[src/design/hbcl_defs.vh]
// timing and encoding constants for the h-bridge control logic
`ifndef HBCL_DEFS_VH
`define HBCL_DEFS_VH
`define HBCL_CLK_MHZ           50
// times in ns, as printed
`define HBCL_DEAD_NS           200
`define HBCL_DEGLITCH_NS       400
`define HBCL_OFF_NS            25000
`define HBCL_BLANK_NS          2000
`define HBCL_OCP_NS            1500
`define HBCL_WAKE_NS           250000
`define HBCL_SLEEP_NS          1000000
// cycle counts: least times round up, longest times round down
`define HBCL_DEAD_CYC          ((`HBCL_DEAD_NS * `HBCL_CLK_MHZ + 999) / 1000)
`define HBCL_DEGLITCH_CYC      ((`HBCL_DEGLITCH_NS * `HBCL_CLK_MHZ + 999) / 1000)
`define HBCL_OFF_CYC           ((`HBCL_OFF_NS * `HBCL_CLK_MHZ + 999) / 1000)
`define HBCL_BLANK_CYC         ((`HBCL_BLANK_NS * `HBCL_CLK_MHZ + 999) / 1000)
`define HBCL_OCP_CYC           ((`HBCL_OCP_NS * `HBCL_CLK_MHZ + 999) / 1000)
`define HBCL_WAKE_CYC          ((`HBCL_WAKE_NS * `HBCL_CLK_MHZ) / 1000)
`define HBCL_SLEEP_CYC         ((`HBCL_SLEEP_NS * `HBCL_CLK_MHZ) / 1000)
// half-bridge drive codes {high_on, low_on}
`define HBCL_HB_OFF            2'h0
`define HBCL_HB_LOW            2'h1
`define HBCL_HB_HIGH           2'h2
`endif

[src/design/hbcl_bridge_control.v]
// brushed motor h-bridge control: decode, chopping, protection, sleep
// Operation
// - both inputs low: coast, sleep after 1 ms
// - single input selects forward or reverse drive
// - both inputs high: brake on low sides
// - dead interval between high and low drive
// - deglitch direction inputs before use
// - trip flagged at ten times sense equals reference
// - trip forces both low sides for off time
// - after off time, return to input state
// - persistent overcurrent enters fault, all switches off
// - overcurrent fault latched until sleep or power cycle
// - any switch overcurrent detector raises fault
// - sense pin overcurrent threshold raises fault too
// - over-temperature disables bridge, resumes automatically
// - undervoltage disables outputs, resets all logic
// - active needs supply good, input high, wake elapsed
// - inputs low for sleep time enters sleep
// - power-up with inputs low goes straight to sleep
// - input held high beyond wake time wakes device
// - chopping off time is 25 us
// - trip comparator ignored 2 us after resuming
// - overcurrent must persist 1.5 us before fault
// - wake time at most 250 us
`timescale 1ns/10ps
`default_nettype none
`include "hbcl_defs.vh"
module hbcl_bridge_control #(
   parameter [23:0] SLEEP_CYC = `HBCL_SLEEP_CYC,
   parameter [23:0] WAKE_CYC  = `HBCL_WAKE_CYC,
   parameter [23:0] OFF_CYC   = `HBCL_OFF_CYC
) (
   input  wire       clock,
   input  wire       arst_n,
   input  wire       dir_input_a,
   input  wire       dir_input_b,
   input  wire       current_trip,
   input  wire [3:0] switch_overcurrent,
   input  wire       sense_pin_overcurrent,
   input  wire       over_temperature,
   input  wire       supply_low_lockout,
   output reg        high_a_on,
   output reg        low_a_on,
   output reg        high_b_on,
   output reg        low_b_on,
   output reg        overcurrent_fault,
   output reg        thermal_fault,
   output reg        active_mode,
   output reg        sleep_mode,
   output reg        chopping
);
   localparam [3:0] ST_START  = 4'h1;
   localparam [3:0] ST_SLEEP  = 4'h2;
   localparam [3:0] ST_WAKE   = 4'h4;
   localparam [3:0] ST_ACTIVE = 4'h8;

   // undervoltage acts as a reset: synchronous clear of all state
   wire lockout;
   assign lockout = supply_low_lockout;

   // input deglitch
   reg [4:0] glitch_cnt;
   reg [1:0] raw_prev;
   reg [1:0] dir;
   wire [1:0] raw_in;
   assign raw_in = {dir_input_b, dir_input_a};

   always @(posedge clock or negedge arst_n) begin
      if (!arst_n) begin
         raw_prev   <= 2'h0;
         glitch_cnt <= 5'h0;
         dir        <= 2'h0;
      end else if (lockout) begin
         raw_prev   <= 2'h0;
         glitch_cnt <= 5'h0;
         dir        <= 2'h0;
      end else begin
         raw_prev <= raw_in;
         if (raw_in != raw_prev)
            glitch_cnt <= 5'h0;
         else if (glitch_cnt < `HBCL_DEGLITCH_CYC - 1)
            glitch_cnt <= glitch_cnt + 5'h1;
         else
            dir <= raw_in;
      end
   end

   wire both_low;
   assign both_low = (dir == 2'h0);

   // mode machine
   reg  [3:0]  state;
   reg  [23:0] mode_cnt;
   reg         ran_once;

   always @(posedge clock or negedge arst_n) begin
      if (!arst_n) begin
         state    <= ST_START;
         mode_cnt <= 24'h0;
         ran_once <= 1'b0;
      end else if (lockout) begin
         state    <= ST_START;
         mode_cnt <= 24'h0;
         ran_once <= 1'b0;
      end else begin
         case (state)
            ST_START: begin
               // wait for deglitched inputs to settle once
               if (glitch_cnt == `HBCL_DEGLITCH_CYC - 1) begin
                  ran_once <= 1'b1;
                  mode_cnt <= 24'h0;
                  // raw level, stable for the full deglitch, is what dir takes now
                  state    <= (raw_in == 2'h0) ? ST_SLEEP : ST_WAKE;
               end
            end
            ST_SLEEP: begin
               mode_cnt <= 24'h0;
               if (!both_low)
                  state <= ST_WAKE;
            end
            ST_WAKE: begin
               if (both_low) begin
                  state    <= ST_SLEEP;
                  mode_cnt <= 24'h0;
               end else if (mode_cnt >= WAKE_CYC - 24'h1) begin
                  state    <= ST_ACTIVE;
                  mode_cnt <= 24'h0;
               end else
                  mode_cnt <= mode_cnt + 24'h1;
            end
            ST_ACTIVE: begin
               if (!both_low)
                  mode_cnt <= 24'h0;
               else if (mode_cnt >= SLEEP_CYC - 24'h1) begin
                  state    <= ST_SLEEP;
                  mode_cnt <= 24'h0;
               end else
                  mode_cnt <= mode_cnt + 24'h1;
            end
            default: begin
               state    <= ST_START;
               mode_cnt <= 24'h0;
            end
         endcase
      end
   end

   wire in_active;
   assign in_active = (state == ST_ACTIVE);

   // overcurrent deglitch and latch
   reg  [6:0] ocp_cnt;
   reg        ocp_latch;
   wire       ocp_raw;
   assign ocp_raw = (|switch_overcurrent) | sense_pin_overcurrent;

   always @(posedge clock or negedge arst_n) begin
      if (!arst_n) begin
         ocp_cnt   <= 7'h0;
         ocp_latch <= 1'b0;
      end else if (lockout) begin
         ocp_cnt   <= 7'h0;
         ocp_latch <= 1'b0;
      end else begin
         if (ocp_raw && in_active && ocp_cnt < `HBCL_OCP_CYC)
            ocp_cnt <= ocp_cnt + 7'h1;
         else if (!ocp_raw)
            ocp_cnt <= 7'h0;
         // set wins over the sleep clear
         if (ocp_raw && in_active && ocp_cnt >= `HBCL_OCP_CYC - 1)
            ocp_latch <= 1'b1;
         else if (state == ST_SLEEP)
            ocp_latch <= 1'b0;
      end
   end

   // current chopping: off time then blanking
   reg [10:0] off_cnt;
   reg [6:0]  blank_cnt;
   reg        off_phase;

   always @(posedge clock or negedge arst_n) begin
      if (!arst_n) begin
         off_cnt   <= 11'h0;
         blank_cnt <= 7'h0;
         off_phase <= 1'b0;
      end else if (lockout || !in_active) begin
         off_cnt   <= 11'h0;
         blank_cnt <= 7'h0;
         off_phase <= 1'b0;
      end else if (off_phase) begin
         if (off_cnt >= OFF_CYC[10:0] - 11'h1) begin
            off_phase <= 1'b0;
            off_cnt   <= 11'h0;
            blank_cnt <= 7'h0;
         end else
            off_cnt <= off_cnt + 11'h1;
      end else if (blank_cnt < `HBCL_BLANK_CYC) begin
         blank_cnt <= blank_cnt + 7'h1;
      end else if (current_trip) begin
         off_phase <= 1'b1;
         off_cnt   <= 11'h0;
      end
   end

   // bridge decode
   reg  [1:0] want_a;
   reg  [1:0] want_b;
   wire       drive_ok;
   assign drive_ok = in_active & ~ocp_latch & ~over_temperature;

   always @* begin
      want_a = `HBCL_HB_OFF;
      want_b = `HBCL_HB_OFF;
      if (drive_ok) begin
         if (off_phase) begin
            want_a = `HBCL_HB_LOW;
            want_b = `HBCL_HB_LOW;
         end else begin
            case (dir)
               2'h1: begin
                  want_a = `HBCL_HB_HIGH;
                  want_b = `HBCL_HB_LOW;
               end
               2'h2: begin
                  want_a = `HBCL_HB_LOW;
                  want_b = `HBCL_HB_HIGH;
               end
               2'h3: begin
                  want_a = `HBCL_HB_LOW;
                  want_b = `HBCL_HB_LOW;
               end
               default: begin
                  want_a = `HBCL_HB_OFF;
                  want_b = `HBCL_HB_OFF;
               end
            endcase
         end
      end
   end

   wire ha;
   wire la;
   wire hb;
   wire lb;

   hbcl_half_bridge u_half_a (
      .clock   (clock),
      .arst_n  (arst_n),
      .want    (lockout ? `HBCL_HB_OFF : want_a),
      .high_on (ha),
      .low_on  (la)
   );

   hbcl_half_bridge u_half_b (
      .clock   (clock),
      .arst_n  (arst_n),
      .want    (lockout ? `HBCL_HB_OFF : want_b),
      .high_on (hb),
      .low_on  (lb)
   );

   // registered outputs, forced off at once on fault or lockout
   always @(posedge clock or negedge arst_n) begin
      if (!arst_n) begin
         high_a_on         <= 1'b0;
         low_a_on          <= 1'b0;
         high_b_on         <= 1'b0;
         low_b_on          <= 1'b0;
         overcurrent_fault <= 1'b0;
         thermal_fault     <= 1'b0;
         active_mode       <= 1'b0;
         sleep_mode        <= 1'b0;
         chopping          <= 1'b0;
      end else begin
         high_a_on         <= ha & drive_ok & ~lockout;
         low_a_on          <= la & drive_ok & ~lockout;
         high_b_on         <= hb & drive_ok & ~lockout;
         low_b_on          <= lb & drive_ok & ~lockout;
         overcurrent_fault <= ocp_latch & ~lockout;
         thermal_fault     <= over_temperature & ~lockout;
         active_mode       <= in_active & ~lockout;
         sleep_mode        <= (state == ST_SLEEP) & ~lockout;
         chopping          <= off_phase & ~lockout;
      end
   end
endmodule // hbcl_bridge_control
`default_nettype wire

[src/design/hbcl_half_bridge.v]
// one half bridge with dead interval between high and low drive
`timescale 1ns/10ps
`default_nettype none
`include "hbcl_defs.vh"
module hbcl_half_bridge (
   input  wire       clock,
   input  wire       arst_n,
   input  wire [1:0] want,
   output reg        high_on,
   output reg        low_on
);
   reg  [3:0] dead_cnt;
   reg  [1:0] cur;
   wire [1:0] next_cur;

   assign next_cur = {high_on, low_on};

   always @(posedge clock or negedge arst_n) begin
      if (!arst_n) begin
         dead_cnt <= 4'h0;
         high_on  <= 1'b0;
         low_on   <= 1'b0;
         cur      <= `HBCL_HB_OFF;
      end else if (want == `HBCL_HB_OFF) begin
         high_on  <= 1'b0;
         low_on   <= 1'b0;
         dead_cnt <= 4'h0;
         cur      <= `HBCL_HB_OFF;
      end else if (want != next_cur) begin
         // both switches off before the opposite one turns on
         high_on <= 1'b0;
         low_on  <= 1'b0;
         if (next_cur != `HBCL_HB_OFF || (cur != `HBCL_HB_OFF && cur != want &&
             dead_cnt < `HBCL_DEAD_CYC - 1)) begin
            if (next_cur != `HBCL_HB_OFF)
               cur <= next_cur;
            dead_cnt <= (next_cur != `HBCL_HB_OFF) ? 4'h0 : dead_cnt + 4'h1;
         end else begin
            high_on  <= want[1];
            low_on   <= want[0];
            cur      <= want;
            dead_cnt <= 4'h0;
         end
      end
   end
endmodule // hbcl_half_bridge
`default_nettype wire

[config.mk]
export PLATFORM = sky130hd
export DESIGN_NAME = hbcl_bridge_control
export DESIGN_NICKNAME = d
export VERILOG_FILES = /design/src/design/hbcl_bridge_control.v /design/src/design/hbcl_half_bridge.v
export VERILOG_INCLUDE_DIRS = /design/src /design/src/design
export SDC_FILE = /design/constraint.sdc
export NUM_CORES = 1
export LEC_CHECK = 0
export BUFFER_PORTS_ARGS = -buffer_cell sky130_fd_sc_hd__buf_2
export CORE_UTILIZATION = 45
export CTS_CLUSTER_SIZE = 40
export DETAILED_ROUTE_END_ITERATION = 7
export GPL_TIMING_DRIVEN = 0
export PLACE_DENSITY = 0.71
export SYNTH_ARGS = -nofsm -noshare
export SYNTH_HDL_FRONTEND = slang
export SYNTH_HIERARCHICAL = 1
export SYNTH_SLANG_ARGS = --single-unit
[constraint.sdc]
create_clock -name clock -period 4.08 [get_ports clock]
set_clock_uncertainty 0.05 [all_clocks]
set_input_delay 0.204 -clock clock [delete_from_list [all_inputs] [get_ports clock]]
set_output_delay 0.204 -clock clock [all_outputs]
set_load 0.01 [all_outputs]
==> flow_metrics.env, run 1 <==
export IMPL_outcome="finished, final reports clean"
export IMPL_ys_seq_area_share_pct=42.66
export IMPL_power_density_cell_area_nw_per_um2=312.7
export IMPL_criticalPathCategory="register to register"
export IMPL_grt_usage_pct=19.81
export IMPL_route_detailed_drc=0
export IMPL_initial_utilization_pct=47.15
export IMPL_row_count=38
export IMPL_die_y_um=109.7
export IMPL_max_cap_viol_count=0
export IMPL_irDropWorstVdd_mv=0.3315
export IMPL_placedCellCount=724
export IMPL_cts_root_buffer="clkbuf_16"
export IMPL_p_int_mw=1.442
export IMPL_antenna_violations_before_repair=0
export IMPL_drt_pre_antenna_iters=7
export IMPL_fin_hold_ws_ps=34.76
export IMPL_syn_cell_area_um2=5224
export IMPL_post_cts_resized=0
export IMPL_switching_share_pct=21.11
export IMPL_drt_wl_total_um=11140
export IMPL_grt_remaining_overflow=0
export IMPL_clock_power_share_pct=47.9
export IMPL_clock_sink_count=89
export IMPL_first_global_vias=3976
export IMPL_syn_avg_cell_area_um2=9.262
export IMPL_setup_tns_ps=0
export IMPL_cp_buffers_inverters=2
export IMPL_synth_async_reset_ratio_pct=100.0
export IMPL_ys_ff_latch=89
export IMPL_seq_power_share_pct=48.6
export IMPL_slowest_stage="nor3_1"
export IMPL_critPathRequiredTime_ps=4310
export IMPL_drt_antenna_violating_nets=0
export IMPL_cts_made_buffers=9
export IMPL_grt_start_max_net_pins=64
export IMPL_placeableCoreArea_um2=11080
export IMPL_grt_setup_unrepaired="no"
export IMPL_synth_yosys_warnings=6
export IMPL_fp_dieArea_um2=12040
export IMPL_num_io_pins=21
export IMPL_synth_top_area_share_pct=42.16
export IMPL_r2r_worst_path_cells=11
export IMPL_clk_pin_slew_worst_paths_ps=60
export IMPL_final_min_clock_period_ps=3321
export IMPL_synth_enable_flop_cells=0
export IMPL_place_area_um2=5524
export IMPL_iteration_0_drc_markers=256
export IMPL_netlist_cell_type_count=77
export IMPL_stdcell_area_um2=5847
export IMPL_drive_gt1_share_pct=12.65
export IMPL_x_dimension_of_the_die_um=109.7
export IMPL_slew_limit_headroom_pct=39.06
export IMPL_post_synth_inst_count=564
export IMPL_io_buffer_count=19
export IMPL_hold_path_class="input port to register"
export IMPL_synth_nets=587
export IMPL_period_share_pct=81.41
export IMPL_tightestPinTransition_ps=905.8
export IMPL_layoutNonFillerInstCount=741
export IMPL_post_dp_hpwl_um=7763
export IMPL_clock_latency_ps=340
export IMPL_critPathMaxFanout=10
export IMPL_net_switching_power_mw=0.3859
export IMPL_wl_per_cell_um=15.03
export IMPL_drv_slew=0
export IMPL_ys_dominant_reg_cell="dfrtp_1"
export IMPL_timing_hold_worst_path_depth=2
export IMPL_crit_family="simple AND/OR/NAND/NOR gates"
export IMPL_antennaDiodeCount=0
export IMPL_power_leakage_nw=2.491
export IMPL_hold_viol=0
export IMPL_synth_top_cell_by_area="dfrtp_1"
export IMPL_routed_via_density=5.850
export IMPL_combPwrFrac_pct=3.5
export IMPL_fmax_mhz=301.1
export IMPL_worst_path_stages=11
export IMPL_design_power_total_mw=1.828
export IMPL_vias=4335
export IMPL_cts_root_to_sink_buffers=2
export IMPL_cp_max_stage_delay_ps=590
export IMPL_tritoncts="done"
export IMPL_worst_endpoint_arrival_ps=3560
export IMPL_ys_top_cells_by_area="dfrtp_1 42%, nand2_1 5.5%, nor2_1 3.4%"
export IMPL_critical_path_cell_chain="buf_2 -> or4_4 -> or2_4 -> nor3_1 -> o21a_1 -> buf_4 -> and4bb_2 -> a31o_1 -> nor3b_1 -> nand4b_1 -> nand2_1"
export IMPL_gp_routability_congestion=0.8733
export IMPL_grt_pass1_wl_um=18620
export IMPL_worstSetupStartpointType="register"
export IMPL_report_final_setup_viol=0
export IMPL_endpoint_kind="register"
export IMPL_htree_num_levels=3
export IMPL_final_net_count=619
export IMPL_area_growth_synth_to_final_pct=11.93
## stage by stage
step	utilization, %	worst slack, ps
CTS	52.78	706.7
detailed placement	49.86	727.0
floorplan	-	1124
finish	52.78	758.7
global placement	49.59	819.0
global route	52.78	450.5
## power groups by stage
stage / clock network [mW] / registers (mW) / logic, mW
after global routing: 0.934 / 0.889 / 0.0734
after global placement: 0 / 0.905 / 0.0595
after floorplan: 0 / 0.905 / 0.0281
after detailed placement: 0 / 0.905 / 0.0652
after CTS: 0.897 / 0.889 / 0.0661
final: 0.875 / 0.889 / 0.0640
## flip-flops by register name, summed over array words and instances, names as in the netlist, 4 cells and up
register	count
glitch_cnt	5
blank_cnt	7
ocp_cnt	7
mode_cnt	24
state	4
u_half_b/dead_cnt	4
off_cnt	11
u_half_a/dead_cnt	4
## cell families after synthesis
group / share of synthesized area [%]
compound gates: 19.31
buf+inv: 5.030
xor+xnor: 2.994
flops: 42.66
simple gates: 26.42
fa+ha+maj: 2.635
mux: 0.9581
## cell usage after synthesis, types with 5 or more instances
| master | count |
|---|---|
| nor3b_1 | 7 |
| o21ai_0 | 20 |
| inv_1 | 24 |
| and2_1 | 21 |
| nor4_1 | 15 |
| a21oi_1 | 14 |
| clkbuf_1 | 14 |
| nand3_1 | 15 |
| buf_6 | 6 |
| a22o_1 | 7 |
| nand2_1 | 77 |
| mux2i_1 | 5 |
| nor2_1 | 48 |
| ha_1 | 11 |
| xnor2_1 | 10 |
| buf_2 | 5 |
| or3_1 | 10 |
| a311oi_1 | 5 |
| a211oi_1 | 7 |
| o221ai_1 | 10 |
| o211ai_1 | 5 |
| nor3_1 | 13 |
| nor2b_1 | 8 |
| xor2_1 | 6 |
| dfrtp_1 | 88 |
| and3_1 | 7 |
| o21a_1 | 8 |
## placed cells by master, fill, tap and decap left out, types with 14 or more instances in the layout
| master | synthesis | layout |
|---|---|---|
| dfrtp_1 | 88 | 88 |
| nand2_1 | 77 | 77 |
| clkbuf_1 | 14 | 16 |
| nor2_1 | 48 | 48 |
| nor4_1 | 15 | 15 |
| inv_1 | 24 | 24 |
| a21oi_1 | 14 | 14 |
| o21ai_0 | 20 | 20 |
| and2_1 | 21 | 21 |
| nand3_1 | 15 | 15 |
| buf_2 | 5 | 23 |
## worst register-to-register path: stages (launching register included)
cell,delay [ps]
dfrtp_1,360
buf_2,170
or4_4,510
or2_4,280
nor3_1,590
o21a_1,240
buf_4,160
and4bb_2,230
a31o_1,250
nor3b_1,230
nand4b_1,130
nand2_1,80
## layout make-up
cell class | count | area (µm²)
clock inverter | 5 | 80.08
timing repair buffer | 21 | 135.1
buffer | 28 | 167.7
clock buffer | 11 | 232.7
tap | 140 | 175.2
fill | 1016 | 5231
multi-input combinational | 422 | 2733
sequential | 89 | 2228
inverter | 25 | 95.09
## metal layers
layer | part of all wire [%] | wire length [µm] | global-route usage (%) | vias to the layer above
met1 | 46 | 5084 | 25.13 | 2118
met2 | 48 | 5387 | 33.33 | 94
met4 | 1.1 | 119 | 4.571 | 0
li1 | - | - | - | 2113
met5 | 0 | 0 | 0 | -
met3 | 4.9 | 544 | 5.691 | 10
## what timing repair did
item / in CTS / in global routing
hold buffers: 1 / 0
buffers inserted: 0 / 0
hold endpoints to repair: 26 / 0
endpoints found under the setup margin: 0 / 0
## worst paths after layout
path / slack (ps) / to / start
min: 30 / overcurrent_fault$_DFF_PN0_ / supply_low_lockout
min reg2reg: 430 / mode_cnt[18]$_DFFE_PN0P_ / mode_cnt[18]$_DFFE_PN0P_
min in group asynchronous: 270 / off_cnt[6]$_DFFE_PN0P_ / arst_n
max: 760 / u_half_a/dead_cnt[2]$_DFFE_PN0P_ / state[1]$_DFFE_PN0P_
max in group asynchronous: 3050 / state[0]$_DFFE_PN1P_ / arst_n
max reg2reg: 760 / u_half_a/dead_cnt[2]$_DFFE_PN0P_ / state[1]$_DFFE_PN0P_
Power figures use the tool's default switching activity.
==> run 2: changes to the inputs <==
--- a/config.mk
+++ b/config.mk
@@ -6,6 +6,7 @@
 export SDC_FILE = /design/constraint.sdc
 export NUM_CORES = 1
 export LEC_CHECK = 0
+export ABC_AREA = 1
 export BUFFER_PORTS_ARGS = -buffer_cell sky130_fd_sc_hd__buf_2
 export CORE_UTILIZATION = 45
 export CTS_CLUSTER_SIZE = 40
==> constraint.sdc (replaced) <==
create_clock -name clock -period 3.35 [get_ports clock]
set_clock_uncertainty 0.05 [all_clocks]
set_input_delay 0.1675 -clock clock [delete_from_list [all_inputs] [get_ports clock]]
set_output_delay 0.1675 -clock clock [all_outputs]
set_load 0.01 [all_outputs]
==> run 2 against run 1 <==
Net effect:
- critical path depth is 3 higher
- worst setup slack worse by 110 ps
- die area stayed put
- cell count is 20% higher
- combinational power is 110% higher
- synthesized area stayed put
- synthesized cell count rose by 26%
- core utilization rose by 0.26 points
- power is 30% higher
- largest power group is now the clock network
- fmax grew 23%
- critical path type unchanged
- sequential share of layout area decreased by 0.19 points
==> flow_metrics.env, run 2 <==
export IMPL_hold_viol=0
export IMPL_drive_gt1_share_pct=10.86
export IMPL_die_y_um=109.7
export IMPL_routed_via_density=5.082
export IMPL_final_common_cell="nand2_1"
export IMPL_irDropWorstVdd_mv=0.3153
export IMPL_grt_usage_pct=19.46
export IMPL_row_count=38
export IMPL_cts_made_buffers=9
export IMPL_drt_wl_total_um=10660
export IMPL_syn_avg_cell_area_um2=7.378
export IMPL_biggestRegsByFlops="mode_cnt x24, off_cnt x11"
export IMPL_yosysMostFrequentCell="nand2_1"
export IMPL_post_synth_inst_count=708
export IMPL_cts_root_to_sink_buffers=2
export IMPL_largest_register="mode_cnt"
export IMPL_clk_pin_slew_worst_paths_ps=60
export IMPL_setup_tns_ps=0
export IMPL_critPathMaxFanout=10
export IMPL_fin_hold_ws_ps=10.78
export IMPL_final_min_clock_period_ps=2703
export IMPL_max_cap_viol_count=0
export IMPL_power_leakage_nw=2.939
export IMPL_stdcell_area_um2=5876
export IMPL_htree_num_levels=3
export IMPL_outcome="finished, final reports clean"
export IMPL_report_final_setup_viol=0
export IMPL_antennaDiodeCount=0
export IMPL_period_share_pct=80.70
export IMPL_initial_utilization_pct=47.15
export IMPL_syn_cell_area_um2=5224
export IMPL_route_detailed_drc=0
export IMPL_synth_top_cell_by_area="dfrtp_1"
export IMPL_first_global_vias=4263
export IMPL_grt_pass1_wl_um=18360
export IMPL_ctsHoldBuffers=1
export IMPL_synth_enable_flop_cells=0
export IMPL_drt_pre_antenna_iters=5
export IMPL_placeableCoreArea_um2=11080
export IMPL_ys_top_cells_by_area="dfrtp_1 42%, nand2_1 16%, nor2_1 7.1%"
export IMPL_io_buffer_count=20
export IMPL_post_dp_hpwl_um=7580
export IMPL_synth_nets=731
export IMPL_worst_endpoint_arrival_ps=2900
export IMPL_clock_sink_count=89
export IMPL_grt_setup_unrepaired="no"
export IMPL_criticalPathCategory="register to register"
export IMPL_vias=4503
export IMPL_endpoint_kind="register"
export IMPL_cts_root_buffer="clkbuf_16"
export IMPL_cts_setup_buffers=0
export IMPL_drv_slew=0
export IMPL_place_area_um2=5529
export IMPL_clock_latency_ps=350
export IMPL_power_density_cell_area_nw_per_um2=403.8
export IMPL_fp_dieArea_um2=12040
export IMPL_fmax_mhz=369.9
export IMPL_antenna_violations_before_repair=0
export IMPL_ys_ff_latch=89
export IMPL_synth_yosys_warnings=6
export IMPL_tightestPinTransition_ps=532.8
export IMPL_synth_async_reset_ratio_pct=100.0
export IMPL_layout_common_cells="218 x nand2_1, 99 x nor2_1, 88 x inv_1, 88 x dfrtp_1, 62 x nand3_1"
export IMPL_worstSetupStartpointType="register"
export IMPL_ys_top_cells_by_count="218 x nand2_1, 99 x nor2_1, 88 x dfrtp_1, 88 x inv_1, 62 x nand3_1"
export IMPL_critPathRequiredTime_ps=3540
export IMPL_grt_start_max_net_pins=70
export IMPL_slew_limit_headroom_pct=64.48
export IMPL_final_net_count=764
export IMPL_gp_routability_congestion=0.8532
export IMPL_hold_path_class="input port to register"
export IMPL_grt_remaining_overflow=0
export IMPL_synth_top_area_share_pct=42.16
export IMPL_ys_seq_area_share_pct=42.66
export IMPL_ys_dominant_reg_cell="dfrtp_1"
export IMPL_x_dimension_of_the_die_um=109.7
export IMPL_iteration_0_drc_markers=375
export IMPL_netlist_cell_type_count=38
export IMPL_num_io_pins=21
export IMPL_wl_per_cell_um=12.03
export IMPL_largest_reg_flops=24
export IMPL_area_growth_synth_to_final_pct=12.48
export IMPL_drt_antenna_violating_nets=0
export IMPL_tritoncts="done"
export IMPL_post_cts_resized=0
## run 2: area by class of cell
| type | instances | area (µm²) |
|---|---|---|
| timing repair buffer | 22 | 140.1 |
| clock inverter | 5 | 103.9 |
| multi-input combinational | 517 | 2590 |
| sequential | 89 | 2228 |
| inverter | 95 | 356.6 |
| tap | 140 | 175.2 |
| fill | 1013 | 5202 |
| buffer | 7 | 48.80 |
| clock buffer | 11 | 232.7 |
## run 2: cell families after synthesis
logic type	synth area share, %
AOI/OAI and AO/OA	4.599
xor gates and xnor gates	4.024
adders and majority gates	2.635
buffers and inverters	7.761
DFF	42.66
muxes	0.3832
and+or+nand+nor	37.94
## run 2: final timing paths
check	cells after the start	slack (ps)	startpoint	to
worst max register to register	14	650	state[2]$_DFFE_PN0P_	u_half_b/cur[0]$_DFFE_PN0P_
worst min register to register	2	440	mode_cnt[21]$_DFFE_PN0P_	mode_cnt[21]$_DFFE_PN0P_
worst min-delay path	3	10	over_temperature	thermal_fault$_DFF_PN0_
min in group asynchronous	2	210	arst_n	ocp_cnt[4]$_DFFE_PN0P_
max in group asynchronous	3	2410	arst_n	high_b_on$_DFF_PN0_
worst max-delay path	14	650	state[2]$_DFFE_PN0P_	u_half_b/cur[0]$_DFFE_PN0P_
## run 2: critical path: stages, from the launching register on
cell	delay, ps
dfrtp_1	380
inv_1	110
nand2_1	100
nor2_4	200
nand2_4	140
inv_2	200
nand3_1	280
nor2_1	430
nor2_1	130
inv_2	110
nand4_4	170
nand2_2	140
inv_2	50
nand2_1	60
nand2_1	50
## run 2: stage by stage
stage	utilization [%]	power [mW]	worst slack [ps]	cells
2_1_floorplan	-	1.187	1262	708
3_3_place_gp	49.64	1.235	714.1	868
3_5_place_dp	49.91	1.244	673.1	869
4_1_cts	53.04	2.399	663.5	886
5_1_grt	53.04	2.461	426.0	886
6_report	53.04	2.373	646.5	886
## run 2: power by group
group	total (mW)	switching [mW]	internal (mW)
logic	0.133	0.0972	0.0354
clock network	1.15	0.418	0.731
registers	1.09	0.00574	1.09
## run 2: metal layers
metal	part of all wire [%]	vias to the layer above	global-route usage (%)
met3	4.4	13	3.912
li1	-	2293	-
met5	0	-	0
met4	1.6	0	7.905
met1	46	2084	23.51
met2	48	113	33.78
